### config.mk
export PLATFORM = sky130hd
export DESIGN_NAME = uic_top
export DESIGN_NICKNAME = d
export VERILOG_FILES = /design/src/inc/uic_pkg.sv /design/src/logic/uic_top.sv /design/src/logic/uic_window_match.sv
export SDC_FILE = /design/constraint.sdc
export NUM_CORES = 1
export LEC_CHECK = 0
export ABC_AREA = 1
export BUFFER_PORTS_ARGS = -buffer_cell sky130_fd_sc_hd__clkbuf_2
export CAP_MARGIN = 40
export CORE_MARGIN = 5
export CORE_UTILIZATION = 59
export DETAILED_ROUTE_END_ITERATION = 8
export PLACE_DENSITY = 0.95
export SYNTH_ARGS = -nofsm -noshare
export SYNTH_HDL_FRONTEND = slang
export SYNTH_SLANG_ARGS = --single-unit
### constraint.sdc
create_clock -name SYS_CLK -period 4.2 [get_ports SYS_CLK]
set_input_delay 0.21 -clock SYS_CLK [delete_from_list [all_inputs] [get_ports SYS_CLK]]
set_output_delay 0.21 -clock SYS_CLK [all_outputs]
set_load 0.02 [all_outputs]
### src/inc/uic_pkg.sv
// constants and register layout of the upstream isochrony control block
package uic_pkg;
    // =========================================================
    // register bus shape
    localparam int ADDR_W = 8;                       // byte address width
    localparam int DATA_W = 32;                      // register word width
    localparam int BE_W = 4;                         // byte enables
    localparam int GNT_W = 4;                        // secondary bus masters

    // =========================================================
    // register offsets (byte addresses)
    localparam logic [7:0] OFS_MAP_ID = 8'h00;       // id, revision, caps
    localparam logic [7:0] OFS_CTRL = 8'h04;         // isochrony control
    localparam logic [7:0] OFS_WIN0_CTRL = 8'h08;    // window 0 control
    localparam logic [7:0] OFS_WIN0_BASE = 8'h0c;    // window 0 base
    localparam logic [7:0] OFS_WIN0_LIMIT = 8'h10;   // window 0 limit

    // =========================================================
    // word at offset 00h
    localparam int MAP_ID_LSB = 0;                   // map id byte
    localparam int REV_LSB = 8;                      // revision byte
    localparam int CAP_LSB = 16;                     // capability half
    localparam logic [3:0] WINDOW_COUNT = 4'h4;      // four windows

    // =========================================================
    // isochrony control fields
    localparam int CTRL_ISOC_BIT = 0;                // global enable
    localparam int CTRL_TABLE_BIT = 1;               // table arbitration
    localparam int CTRL_AGGR_BIT = 2;                // aggressive mode
    localparam logic [15:0] CTRL_USED_MASK = 16'h0007;
    localparam logic [15:0] CTRL_RST = 16'h0000;

    // =========================================================
    // window control fields
    localparam int WIN_EN_BIT = 0;                   // window enable
    localparam int WIN_TC_LSB = 1;                   // class field low
    localparam int WIN_TC_MSB = 3;                   // class field high
    localparam logic [15:0] WIN_USED_MASK = 16'h000f;
    localparam logic [15:0] WIN_CTRL_RST = 16'h0000;
    localparam logic [31:0] WIN_ADDR_RST = 32'h0000_0000;

    // =========================================================
    // traffic classes
    localparam logic [2:0] TC_ZERO = 3'h0;           // default class
endpackage

### src/logic/uic_top.sv
// upstream isochrony control registers, window mapping and arbiter steer
module uic_top #(
    parameter logic [7:0] MAP_ID = 8'h5a,    // value is arbitrary
    parameter logic [7:0] REVISION = 8'h00   // value is arbitrary
) (
    // clock and reset
    input wire logic SYS_CLK,
    input wire logic RST_B,
    // register access
    input wire logic [uic_pkg::ADDR_W-1:0] REG_ADDR,
    input wire logic REG_WR,
    input wire logic REG_RD,
    input wire logic [uic_pkg::BE_W-1:0] REG_BE,
    input wire logic [uic_pkg::DATA_W-1:0] REG_WDATA,
    output logic [uic_pkg::DATA_W-1:0] REG_RDATA,
    output logic REG_RVALID,
    // upstream transaction classing
    input wire logic UP_VALID,
    input wire logic [31:0] UP_ADDR,
    output logic UP_TC_VALID,
    output logic [2:0] UP_TC,
    output logic UP_WIN_HIT,
    // secondary bus arbiter steering
    input wire logic [uic_pkg::GNT_W-1:0] ARB_CLASSIC_GNT,
    input wire logic [uic_pkg::GNT_W-1:0] ARB_TABLE_GNT,
    input wire logic ARB_ISOC_URGENT,
    output logic [uic_pkg::GNT_W-1:0] ARB_GNT,
    output logic ARB_STOP_MASTER,
    output logic ARB_TABLE_MODE,
    output logic ARB_AGGRESSIVE,
    output logic ISOC_ENABLE
);
    import uic_pkg::*;

    // =========================================================
    // declarations
    logic [15:0] ctrl_r, ctrl_nxt;            // isochrony control
    logic [15:0] win_ctrl_r, win_ctrl_nxt;    // window 0 control
    logic [31:0] win_base_r, win_base_nxt;    // window 0 lower bound
    logic [31:0] win_limit_r, win_limit_nxt;  // window 0 upper bound
    logic [31:0] rdata_r, rdata_nxt;          // read answer
    logic rvalid_r, rvalid_nxt;               // read answer strobe
    logic tc_valid_r, tc_valid_nxt;           // classed request strobe
    logic [2:0] tc_r, tc_nxt;                 // class of request
    logic hit_r, hit_nxt;                     // request hit window
    logic [GNT_W-1:0] gnt_r, gnt_nxt;         // steered grants
    logic stop_r, stop_nxt;                   // stop current master
    logic [31:0] ctrl_merge;                  // control after byte merge
    logic [31:0] win_merge;                   // window control after merge
    logic win_hit;                            // matcher hit
    logic [2:0] win_tc;                       // matcher class
    logic [31:0] id_word;                     // word at offset 00h

    // =========================================================
    // byte lane merge of a write into an old word
    function automatic logic [31:0] merge(
        input logic [31:0] old,
        input logic [31:0] wdata,
        input logic [3:0] be
    );
        logic [31:0] res;
        res = old;
        for (int i = 0; i < 4; i++) begin
            if (be[i]) begin
                res[i*8 +: 8] = wdata[i*8 +: 8];
            end
        end
        return res;
    endfunction

    // =========================================================
    // register write next values
    always_comb begin
        ctrl_nxt = ctrl_r;
        win_ctrl_nxt = win_ctrl_r;
        win_base_nxt = win_base_r;
        win_limit_nxt = win_limit_r;
        ctrl_merge = merge({16'h0000, ctrl_r}, REG_WDATA, REG_BE);
        win_merge = merge({16'h0000, win_ctrl_r}, REG_WDATA, REG_BE);
        if (REG_WR) begin
            unique case (REG_ADDR)
                OFS_CTRL: begin
                    // reserved bits dropped on write
                    ctrl_nxt = ctrl_merge[15:0] & CTRL_USED_MASK;
                end
                OFS_WIN0_CTRL: begin
                    // enable and class kept, the rest read zero
                    win_ctrl_nxt = win_merge[15:0] & WIN_USED_MASK;
                end
                OFS_WIN0_BASE: begin
                    // plain storage whether or not the window is on
                    win_base_nxt = merge(win_base_r, REG_WDATA, REG_BE);
                end
                OFS_WIN0_LIMIT: begin
                    win_limit_nxt = merge(win_limit_r, REG_WDATA, REG_BE);
                end
                default: begin
                    // unmapped and read-only words ignore writes
                end
            endcase
        end
        // aggressive bit cannot stand without table arbitration
        if (!ctrl_nxt[CTRL_TABLE_BIT]) begin
            ctrl_nxt[CTRL_AGGR_BIT] = 1'b0;
        end
    end

    // register the control state
    always_ff @(posedge SYS_CLK or negedge RST_B) begin
        if (!RST_B) begin
            ctrl_r <= CTRL_RST;
            win_ctrl_r <= WIN_CTRL_RST;
            win_base_r <= WIN_ADDR_RST;
            win_limit_r <= WIN_ADDR_RST;
        end else begin
            ctrl_r <= ctrl_nxt;
            win_ctrl_r <= win_ctrl_nxt;
            win_base_r <= win_base_nxt;
            win_limit_r <= win_limit_nxt;
        end
    end

    // =========================================================
    // read path
    always_comb begin
        id_word = 32'h0000_0000;
        id_word[MAP_ID_LSB +: 8] = MAP_ID;
        id_word[REV_LSB +: 8] = REVISION;
        id_word[CAP_LSB +: 4] = WINDOW_COUNT;
        rdata_nxt = 32'h0000_0000;
        rvalid_nxt = REG_RD;
        if (REG_RD) begin
            unique case (REG_ADDR)
                OFS_MAP_ID: begin
                    rdata_nxt = id_word;
                end
                OFS_CTRL: begin
                    // upper half and reserved bits come back zero
                    rdata_nxt = {16'h0000, ctrl_r};
                end
                OFS_WIN0_CTRL: begin
                    rdata_nxt = {16'h0000, win_ctrl_r};
                end
                OFS_WIN0_BASE: begin
                    rdata_nxt = win_base_r;
                end
                OFS_WIN0_LIMIT: begin
                    rdata_nxt = win_limit_r;
                end
                default: begin
                    // unmapped offsets answer zero
                    rdata_nxt = 32'h0000_0000;
                end
            endcase
        end
    end

    // register the read answer
    always_ff @(posedge SYS_CLK or negedge RST_B) begin
        if (!RST_B) begin
            rdata_r <= 32'h0000_0000;
            rvalid_r <= 1'b0;
        end else begin
            rdata_r <= rdata_nxt;
            rvalid_r <= rvalid_nxt;
        end
    end

    // =========================================================
    // upstream classing through window 0
    uic_window_match u_match (
        .addr(UP_ADDR),
        .isoc_en(ctrl_r[CTRL_ISOC_BIT]),
        .win_en(win_ctrl_r[WIN_EN_BIT]),
        .win_class(win_ctrl_r[WIN_TC_MSB:WIN_TC_LSB]),
        .base(win_base_r),
        .limit(win_limit_r),
        .hit(win_hit),
        .tc(win_tc)
    );

    // class next values, one cycle after the request
    always_comb begin
        tc_valid_nxt = UP_VALID;
        hit_nxt = UP_VALID && win_hit;
        tc_nxt = TC_ZERO;
        if (UP_VALID) begin
            // class zero unless the global enable lets mapping through
            tc_nxt = ctrl_r[CTRL_ISOC_BIT] ? win_tc : TC_ZERO;
        end
    end

    // =========================================================
    // arbiter steering
    always_comb begin
        if (ctrl_r[CTRL_TABLE_BIT]) begin
            // classic arbiter values ignored here
            gnt_nxt = ARB_TABLE_GNT;
        end else begin
            gnt_nxt = ARB_CLASSIC_GNT;
        end
        // aggressive mode cuts a master short when timing is at risk
        stop_nxt = ctrl_r[CTRL_AGGR_BIT] && ctrl_r[CTRL_TABLE_BIT]
            && ARB_ISOC_URGENT;
    end

    // register classing and steering outputs
    always_ff @(posedge SYS_CLK or negedge RST_B) begin
        if (!RST_B) begin
            tc_valid_r <= 1'b0;
            tc_r <= TC_ZERO;
            hit_r <= 1'b0;
            gnt_r <= '0;
            stop_r <= 1'b0;
        end else begin
            tc_valid_r <= tc_valid_nxt;
            tc_r <= tc_nxt;
            hit_r <= hit_nxt;
            gnt_r <= gnt_nxt;
            stop_r <= stop_nxt;
        end
    end

    // =========================================================
    // outputs, each straight from a flip-flop
    assign REG_RDATA = rdata_r;
    assign REG_RVALID = rvalid_r;
    assign UP_TC_VALID = tc_valid_r;
    assign UP_TC = tc_r;
    assign UP_WIN_HIT = hit_r;
    assign ARB_GNT = gnt_r;
    assign ARB_STOP_MASTER = stop_r;
    assign ARB_TABLE_MODE = ctrl_r[CTRL_TABLE_BIT];
    assign ARB_AGGRESSIVE = ctrl_r[CTRL_AGGR_BIT];
    assign ISOC_ENABLE = ctrl_r[CTRL_ISOC_BIT];
endmodule

### src/logic/uic_window_match.sv
// address window compare and traffic class selection
module uic_window_match (
    // upstream request
    input wire logic [31:0] addr,
    // settings
    input wire logic isoc_en,
    input wire logic win_en,
    input wire logic [2:0] win_class,
    input wire logic [31:0] base,
    input wire logic [31:0] limit,
    // result
    output logic hit,
    output logic [2:0] tc
);
    import uic_pkg::*;

    // =========================================================
    // compare and select
    always_comb begin
        // inclusive bounds on both ends
        hit = win_en && isoc_en && (addr >= base) && (addr <= limit);
        if (hit) begin
            tc = win_class;
        end else begin
            // disabled window or global enable low keeps class zero
            tc = TC_ZERO;
        end
    end
endmodule

==> results.toml, run 1 <==
[clock_network]
cts_tree = "yes"
cts_buffers = 17
path_clk_slew_ns = 0.06
clkSinkCount = 114
cts_resized = 0
cts_buffer_depth = 2
insertion_delay_ns = 0.51
cts_root_buf = "clkbuf_8"
h-tree-depth = 4

[global_routing]
grt_max_degree = 53
grt_pass1_wl_um = 29500
grt-ovfl-total = 0
antenna_found_initial = 0
track_usage_pct = 29.2
grt_pass1_vias = 6103

[power_and_ir_drop]
combPwrFrac_pct = 10.1
irDropWorstVdd_v = 0.000293
p_leak_nw = 4.08
totalPowerFinal_mw = 2.88
seqPwrFrac_pct = 39.6
clock_power_share_pct = 50.3
p_sw_share_pct = 24.0
power.density_nw_per_um2 = 358
intPower_mw = 2.19
power_switching_mw = 0.692

[logic_synthesis]
synth_cells = 740
seq_area_frac_synth_pct = 45.2
syn_area_sq_um = 6310
ys.warnings.count = 0
ys_types = 28
ys_ff_latch = 114
avgSynthCellArea_sq_um = 8.52
syn_nets = 894

[finish]
fin_nets = 1077
syn_to_final_growth_pct = 27.4
final_cells = 1071
final_common_cell = "nand2_1"
fill_cells = 674
multi_input_area_sq_um = 2820
seqCellArea_sq_um = 2850
final_cell_mix = "201 x nand2_1, 134 x clkbuf_2, 122 x inv_1, 114 x dfrtp_1"
antenna_cells = 0
post_route_cells_drive_above_1_share_pct = 22.2

[timing]
fmax_mhz = 484
rsz0062_at_grt = "no"
fin_tns_setup_ns = 0
hold_viol = 0
relSlewSlack_pct = 55.0
setup_violations = 0
fin_crit_ns = 2.07
fin_skew_ns = 0.00923
drv_slew = 0
min_period_over_period_pct = 49.2
worst_pin_slew_ns = 0.675

[job]
maxCapViolCount = 0

[floorplan]
start_util_pct = 60.8
dieArea_sq_um = 12900
num_rows = 37
io_pins = 136
core_area_sq_um = 10400
die_w_um = 113
die_h_um = 113

[critical_path]
cp_cell_sequence = "inv_1, ha_1, nand2_1, nor2_1, nand4_1, a21oi_1, nor2_1, a21oi_1, nand2_1, nor2_1"
crit_top_cell = "nor2_1"
rr_startpoint = "win_base_r[31]$_DFFE_PN0P_"
crit_slowest_cell = "dfrtp_1"
crit_start = "win_base_r[31]$_DFFE_PN0P_"
worst-path-buf-inv = 1
path_class = "flip-flop to flip-flop"
start_kind = "flip-flop"
crit_family = "simple AND/OR/NAND/NOR gates"
crit_required_ns = 4.63
worst_setup_path_end_kind = "flip-flop"
worstPathArrival_ns = 2.50
cpPeakStageDelay_ns = 0.39
worst-path-max-fanout = 4

[drt]
routed_wl_um = 18000
viasPerCell = 5.50
wl_per_cell_um = 16.8
remaining_drc_errors = 0
first_pass_iters = 5
vias = 5890
ant_nets = 0
drtIter0Drc = 389

[hold_path]
hold_path_class = "primary input to flip-flop"
hp-start = "REG_WDATA[2]"

[placement]
dp.cells = 998
hpwl_um = 11700
gp_congestion = 0.898
io_buffers = 135

[status]
status = "complete, no violations"
-- per-layer routing --
layer,GRT usage (%),vias up,share of wire [%],wire length (um)
met3,6.84,77,7.8,1410
li1,-,2733,-,-
met5,0,-,0,0
met2,49.8,322,50,9000
met4,12.9,0,3.8,681
met1,35.5,2758,39,6960
-- power by group through the flow --
stage	Sequential (mW)	Combinational (mW)	Clock, mW
after floorplan	1.16	0.124	0
after global placement	1.16	0.233	0
after detailed placement	1.16	0.247	0
after CTS	1.14	0.285	1.45
after global routing	1.14	0.328	1.51
final	1.14	0.291	1.45
-- synth_stat cells --
master,instances,area share (%)
a21oi_1,55,4.4
a21oi_2,1,0.14
a22oi_1,7,0.83
a31oi_1,1,0.099
a41oi_1,2,0.28
buf_12,2,0.63
buf_2,3,0.24
buf_6,9,1.6
clkbuf_1,2,0.12
clkinv_2,2,0.16
dfrtp_1,114,45
ha_1,64,13
inv_1,122,7.3
nand2_1,201,12
nand2_2,9,0.89
nand2_4,6,1.1
nand3_1,4,0.32
nand4_1,8,0.79
nand4_2,1,0.20
nor2_1,30,1.8
nor2_2,1,0.099
nor2_4,3,0.54
nor3_1,4,0.32
o21a_1,4,0.48
o21ai_0,64,5.1
o21ai_2,17,2.4
o21bai_1,2,0.24
o22ai_1,2,0.20
-- worst paths after layout --
path | to | slack (ns) | cells past startpoint
min in group asynchronous | REG_RDATA[11]$_DFF_PN0_ | 0.27 | 2
hold reg to reg | win_base_r[2]$_DFFE_PN0P_ | 0.49 | 2
setup reg to reg | UP_TC[0]$_DFF_PN0_ | 2.13 | 10
setup / recovery | UP_TC[0]$_DFF_PN0_ | 2.13 | 10
max in group asynchronous | win_limit_r[18]$_DFFE_PN0P_ | 2.94 | 3
hold / removal | win_limit_r[2]$_DFFE_PN0P_ | 0.02 | 3
-- per-stage QoR --
stage / hold slack (ns) / worst slack, ns / utilization [%] / instance area [sq um]
finish: 0.0241 / 2.13 / 77.5 / 8030
global route: 0.0377 / 2.02 / 77.5 / 8030
floorplan: -0.0856 / 2.67 / - / 6310
CTS: 0.0116 / 2.21 / 77.5 / 8030
detailed placement: 0.288 / 2.27 / 67.7 / 7020
global placement: 0.281 / 2.34 / 67.6 / 7010
-- flip-flops by register name, indices dropped and copies added (netlist names) --
register	flops
ARB_GNT	4
ARB_STOP_MASTER	1
REG_RDATA	32
REG_RVALID	1
UP_TC	3
UP_TC_VALID	1
UP_WIN_HIT	1
ctrl_r	3
win_base_r	32
win_ctrl_r	4
win_limit_r	32
-- repair_timing --
action	in CTS	in global routing
endpoints found under the hold margin	109	0
buffers inserted	0	0
hold buffers	42	0
-- cell type report --
class	instances	share of cell area [%]
flip-flops and latches	114	35.5
multi-input cells	486	35.1
repair buffers	180	14.0
inverters	124	5.83
clock buffers	21	5.72
well taps	136	2.12
clock inverters	10	1.65
-- cell families (layout without fill, tap and decap cells) --
logic type | Yosys count | after routing | share of synthesized area [%]
fa+ha+maj | 64 | 64 | 12.7
buf+inv | 140 | 335 | 10.0
compound gates | 155 | 155 | 14.1
flops | 114 | 114 | 45.2
simple gates | 267 | 267 | 18.0
-- worst reg2reg max path, cell delays in order (launching register included) --
cell and delay (ns):
dfrtp_1 0.39, inv_1 0.06, ha_1 0.29, nand2_1 0.07, nor2_1 0.15, nand4_1 0.19, a21oi_1 0.25, nor2_1 0.10
a21oi_1 0.16, nand2_1 0.16, nor2_1 0.18
Power figures use the tool's default switching activity.
==> run 2, diff against run 1 <==
--- a/config.mk
+++ b/config.mk
@@ -9,9 +9,9 @@
 export BUFFER_PORTS_ARGS = -buffer_cell sky130_fd_sc_hd__clkbuf_2
 export CAP_MARGIN = 40
 export CORE_MARGIN = 5
-export CORE_UTILIZATION = 59
+export CORE_UTILIZATION = 50
 export DETAILED_ROUTE_END_ITERATION = 8
-export PLACE_DENSITY = 0.95
+export PLACE_DENSITY = 0.86
 export SYNTH_ARGS = -nofsm -noshare
 export SYNTH_HDL_FRONTEND = slang
 export SYNTH_SLANG_ARGS = --single-unit
==> constraint.sdc (replaced) <==
create_clock -name SYS_CLK -period 1.9 [get_ports SYS_CLK]
set_input_delay 0.095 -clock SYS_CLK [delete_from_list [all_inputs] [get_ports SYS_CLK]]
set_output_delay 0.095 -clock SYS_CLK [all_outputs]
set_load 0.02 [all_outputs]
==> results.toml, run 2 (synthesis gave the netlist of run 1 again) <==
[critical_path]
worst-path-max-fanout = 4
path_class = "flip-flop to flip-flop"
worst_setup_path_end_kind = "flip-flop"
crit_required_ns = 2.25
worstPathArrival_ns = 2.11
start_kind = "flip-flop"
r2r_cells = 10

[timing]
fmax_mhz = 567
min_period_over_period_pct = 92.8
relSlewSlack_pct = 70.6
layout_setup_ws_ns = 0.137
worst_pin_slew_ns = 0.441
drv_slew = 0
setup_violations = 0
fin_tns_setup_ns = 0
rsz0062_at_grt = "no"
fin_crit_ns = 1.76
fin_skew_ns = 0.00708
hold_viol = 0

[power_and_ir_drop]
power.density_nw_per_um2 = 823
p_leak_nw = 4.18
intPower_mw = 5.31
totalPowerFinal_mw = 6.80
combPwrFrac_pct = 9.3
p_sw_share_pct = 22.0
seqPwrFrac_pct = 37.0
irDropWorstVdd_v = 0.000652
clock_power_share_pct = 53.7
power_switching_mw = 1.49

[finish]
syn_to_final_growth_pct = 31.0
post_route_cells_drive_above_1_share_pct = 23.6
final_cell_mix = "200 x nand2_1, 134 x clkbuf_2, 122 x inv_1, 114 x dfrtp_1"
final_common_cell = "nand2_1"
final_core_util_pct = 66.0
final_area_sq_um = 8260
antenna_cells = 0
fin_nets = 1085

[drt]
ant_nets = 0
remaining_drc_errors = 0
drtIter0Drc = 451
viasPerCell = 5.07
wl_per_cell_um = 15.4
routed_wl_um = 17200
first_pass_iters = 5
vias = 5654

[clock_network]
cts_setup_buffers = 0
cts_root_buf = "clkbuf_16"
clkSinkCount = 114
path_clk_slew_ns = 0.05
insertion_delay_ns = 0.42
cts_buffer_depth = 2
cts_buffers = 17
h-tree-depth = 4
cts_tree = "yes"

[hold_path]
holdPathStages = 3
hold_path_class = "primary input to flip-flop"

[global_routing]
grtUsageMet3_pct = 6.87
grt_max_degree = 33
antenna_found_initial = 0
use_met1_pct = 29.3
track_usage_pct = 24.3
grt_pass1_wl_um = 27800
grt_busiest_layer = "met2"
grt_pass1_vias = 5809
met2_usage_pct = 41.3
grt-ovfl-total = 0

[floorplan]
num_rows = 41
die_w_um = 122
start_util_pct = 50.4
die_h_um = 122
dieArea_sq_um = 15000
core_area_sq_um = 12500
io_pins = 136

[placement]
gp_congestion = 0.879
hpwl_um = 12200
dp_slack_ns = 0.131
placed_cell_area_sq_um = 7140
io_buffers = 135

[job]
maxCapViolCount = 0

[status]
status = "complete, no violations"
[run 2: routing by layer]
layer / wire length [um] / share of wire (%)
met5: 0 / 0
met4: 439 / 2.6
met3: 1120 / 6.5
met2: 8590 / 50
met1: 7030 / 41
[run 2: cell type report]
cell class / instances / area, sq um
fillers: 1031 / 4260
flip-flops and latches: 114 / 2850
multi-input cells: 486 / 2840
repair buffers: 188 / 1210
clock buffers: 21 / 470
inverters: 124 / 468
well taps: 172 / 215
clock inverters: 11 / 205
[run 2: worst max-delay path, stage by stage (launching register included)]
cell	delay, ns
dfrtp_1	0.37
inv_1	0.07
ha_1	0.29
nand2_1	0.06
nor2_1	0.15
nand4_1	0.17
a21oi_1	0.15
nor2_1	0.09
a21oi_2	0.16
nand2_2	0.09
nor2_1	0.09
[run 2: path summary, 6_finish.rpt]
check | startpoint | endpoint | slack [ns]
setup / recovery | win_base_r[28]$_DFFE_PN0P_ | UP_TC[1]$_DFF_PN0_ | 0.14
hold / removal | REG_WDATA[0] | win_limit_r[0]$_DFFE_PN0P_ | 0.01
setup reg to reg | win_base_r[28]$_DFFE_PN0P_ | UP_TC[1]$_DFF_PN0_ | 0.14
hold reg to reg | win_base_r[2]$_DFFE_PN0P_ | win_base_r[2]$_DFFE_PN0P_ | 0.49
max in group asynchronous | RST_B | win_limit_r[10]$_DFFE_PN0P_ | 0.98
min in group asynchronous | RST_B | win_limit_r[27]$_DFFE_PN0P_ | 0.15
[run 2: metrics by stage]
| stage | hold WS, ns | std cells |
|---|---|---|
| after floorplan | -0.201 | 740 |
| after CTS | 0.00241 | 1116 |
| after global placement | 0.0455 | 1042 |
| after detailed placement | 0.0503 | 1042 |
| after global routing | 0.0155 | 1116 |
| final | 0.0107 | 1116 |
[run 2: timing repair]
item	in CTS	in global routing
gates resized for setup	0	6
endpoints found under the hold margin	123	0
hold buffers	42	0
setup endpoints to repair	0	4
[run 2: power by group through the flow]
stage / sequential [mW] / combinational [mW] / clock [mW]
final: 2.52 / 0.633 / 3.65
after global routing: 2.52 / 0.723 / 3.81
after CTS: 2.52 / 0.632 / 3.68
after detailed placement: 2.56 / 0.557 / 0
after global placement: 2.55 / 0.536 / 0
after floorplan: 2.56 / 0.273 / 0
==> run 3, diff against run 2 <==
--- a/config.mk
+++ b/config.mk
@@ -11,7 +11,8 @@
 export CORE_MARGIN = 5
 export CORE_UTILIZATION = 50
 export DETAILED_ROUTE_END_ITERATION = 8
-export PLACE_DENSITY = 0.86
+export GPL_TIMING_DRIVEN = 0
+export PLACE_DENSITY = 0.77
 export SYNTH_ARGS = -nofsm -noshare
 export SYNTH_HDL_FRONTEND = slang
 export SYNTH_SLANG_ARGS = --single-unit
==> results.toml, run 3 (synthesis gave the netlist of run 1 again) <==
[finish]
syn_to_final_growth_pct = 32.2
antenna_cells = 0
post_route_cells_drive_above_1_share_pct = 24.8
fin_nets = 1096
final_area_sq_um = 8340
fill_cells = 1063
final_common_cell = "nand2_1"
final_cell_mix = "198 x nand2_1, 134 x clkbuf_2, 119 x inv_1, 114 x dfrtp_1, 64 x o21ai_0"
final_core_util_pct = 66.6
final_cells = 1125

[drt]
viasPerCell = 5.00
remaining_drc_errors = 0
ant_nets = 0
drtIter0Drc = 281
first_pass_iters = 5
vias = 5620
routed_wl_um = 16900
wl_per_cell_um = 15.0

[clock_network]
cts_buffers = 17
cts_root_buf = "clkbuf_16"
cts_tree = "yes"
insertion_delay_ns = 0.42
path_clk_slew_ns = 0.05
cts_buffer_depth = 2
h-tree-depth = 4
clkSinkCount = 114

[timing]
min_period_over_period_pct = 97.8
whs_ns = 0.00474
worst_pin_slew_ns = 0.754
layout_setup_ws_ns = 0.0422
relSlewSlack_pct = 49.7
fin_skew_ns = 0.00774
rsz0062_at_grt = "yes"
hold_viol = 0
fin_crit_ns = 1.86
fmax_mhz = 538
setup_violations = 0
drv_slew = 0

[power_and_ir_drop]
power.density_nw_per_um2 = 749
p_sw_share_pct = 23.1
seqPwrFrac_pct = 40.3
clock_power_share_pct = 49.4
power_switching_mw = 1.45
combPwrFrac_pct = 10.3
irDropWorstVdd_v = 0.000559
intPower_mw = 4.80
p_leak_nw = 4.19

[floorplan]
start_util_pct = 50.4
die_h_um = 122
dieArea_sq_um = 15000
num_rows = 41
core_area_sq_um = 12500
die_w_um = 122
io_pins = 136

[global_routing]
track_usage_pct = 24.0
grt_pass1_vias = 5663
grt-ovfl-total = 0
antenna_found_initial = 0
grt_max_degree = 68
grt_pass1_wl_um = 27300

[hold_path]
hp-start = "REG_WDATA[2]"
holdPathStages = 3
hold_path_class = "primary input to flip-flop"

[placement]
dp.cells = 1048
io_buffers = 135
hpwl_um = 12100
gp_congestion = 0.891
placed_cell_area_sq_um = 7230
dp_slack_ns = 0.00879

[critical_path]
worst-path-max-fanout = 4
worstPathArrival_ns = 2.21
r2r_cells = 10
cpPeakStageDelay_ns = 0.35
worst-path-buf-inv = 1
start_kind = "flip-flop"
crit_family = "simple AND/OR/NAND/NOR gates"
crit_required_ns = 2.25
worst_setup_path_end_kind = "flip-flop"
crit_slowest_cell = "dfrtp_1"
rr_startpoint = "win_base_r[29]$_DFFE_PN0P_"
cp_cell_sequence = "inv_1, ha_1, nand2_1, nor2_2, nand4_1, a21oi_2, nor2_1, a21oi_1, nand2_2, nor2_1"
cp.depth = 10
crit_top_cell = "nor2_1"
crit_start = "win_base_r[29]$_DFFE_PN0P_"
path_class = "flip-flop to flip-flop"

[status]
status = "complete, no violations"

[job]
maxCapViolCount = 0
[run 3: cell types whose count changed in the layout (fill, tap and decap cells not counted), moves of 3 or more]
| cell | delta |
|---|---|
| buf_2 | +3 |
| buf_6 | +9 |
| inv_1 | -3 |
| clkbuf_1 | +7 |
| ha_1 | -3 |
| inv_2 | +3 |
| bufinv_16 | -3 |
| buf_4 | -5 |
| ha_4 | +3 |
[run 3: timing repair]
item                       in CTS  in global routing
gates resized for setup         1                 19
hold endpoints to repair      115                  0
setup buffers                   0                  5
hold buffers                   42                  0
pin swaps                       0                 12
setup endpoints to repair       1                  4
[run 3: layout make-up]
cell class,instances,area [sq um],share of cell area [%]
Sequential cell,114,2850,34.2
Buffer,16,164,1.97
Multi-Input combinational cell,486,2910,34.9
Timing Repair Buffer,183,1170,14.0
Clock buffer,23,448,5.37
Tap cell,172,215,2.58
Inverter,124,468,5.61
Clock inverter,7,110,1.32
[run 3: metal layers]
layer  wire, um  GRT usage [%]
met2       8340           40.5
met3       1040           7.28
met5          0              0
met4        271           6.51
met1       7270           30.0
[run 3: power by group through the flow]
stage | Clock, mW | Sequential (mW) | Combinational, mW
final | 3.08 | 2.52 | 0.642
after global routing | 3.25 | 2.52 | 0.735
after CTS | 3.12 | 2.52 | 0.621
after detailed placement | 0 | 2.56 | 0.545
after global placement | 0 | 2.56 | 0.525
after floorplan | 0 | 2.56 | 0.273
[run 3: per-stage QoR]
stage | power (mW) | setup TNS, ns
2_1_floorplan | 2.83 | 0
3_3_place_gp | 3.08 | -104.43
3_5_place_dp | 3.10 | 0
4_1_cts | 6.25 | 0
5_1_grt | 6.51 | -0.192
6_report | 6.24 | 0
[run 3: path summary, 6_finish.rpt]
kind / end / slack [ns]
max reg2reg: UP_TC[0]$_DFF_PN0_ / 0.04
min: win_limit_r[2]$_DFFE_PN0P_ / 0.005
min reg2reg: win_limit_r[2]$_DFFE_PN0P_ / 0.48
min in group asynchronous: REG_RDATA[26]$_DFF_PN0_ / 0.18
max in group asynchronous: win_limit_r[10]$_DFFE_PN0P_ / 1.06
max: UP_TC[0]$_DFF_PN0_ / 0.04
[run 3: tightest hold or removal path: cells and delay by family]
kind,cells,cell delay [ns]
AOI/OAI and AO/OA,1,0.13
buffers and inverters,2,0.15
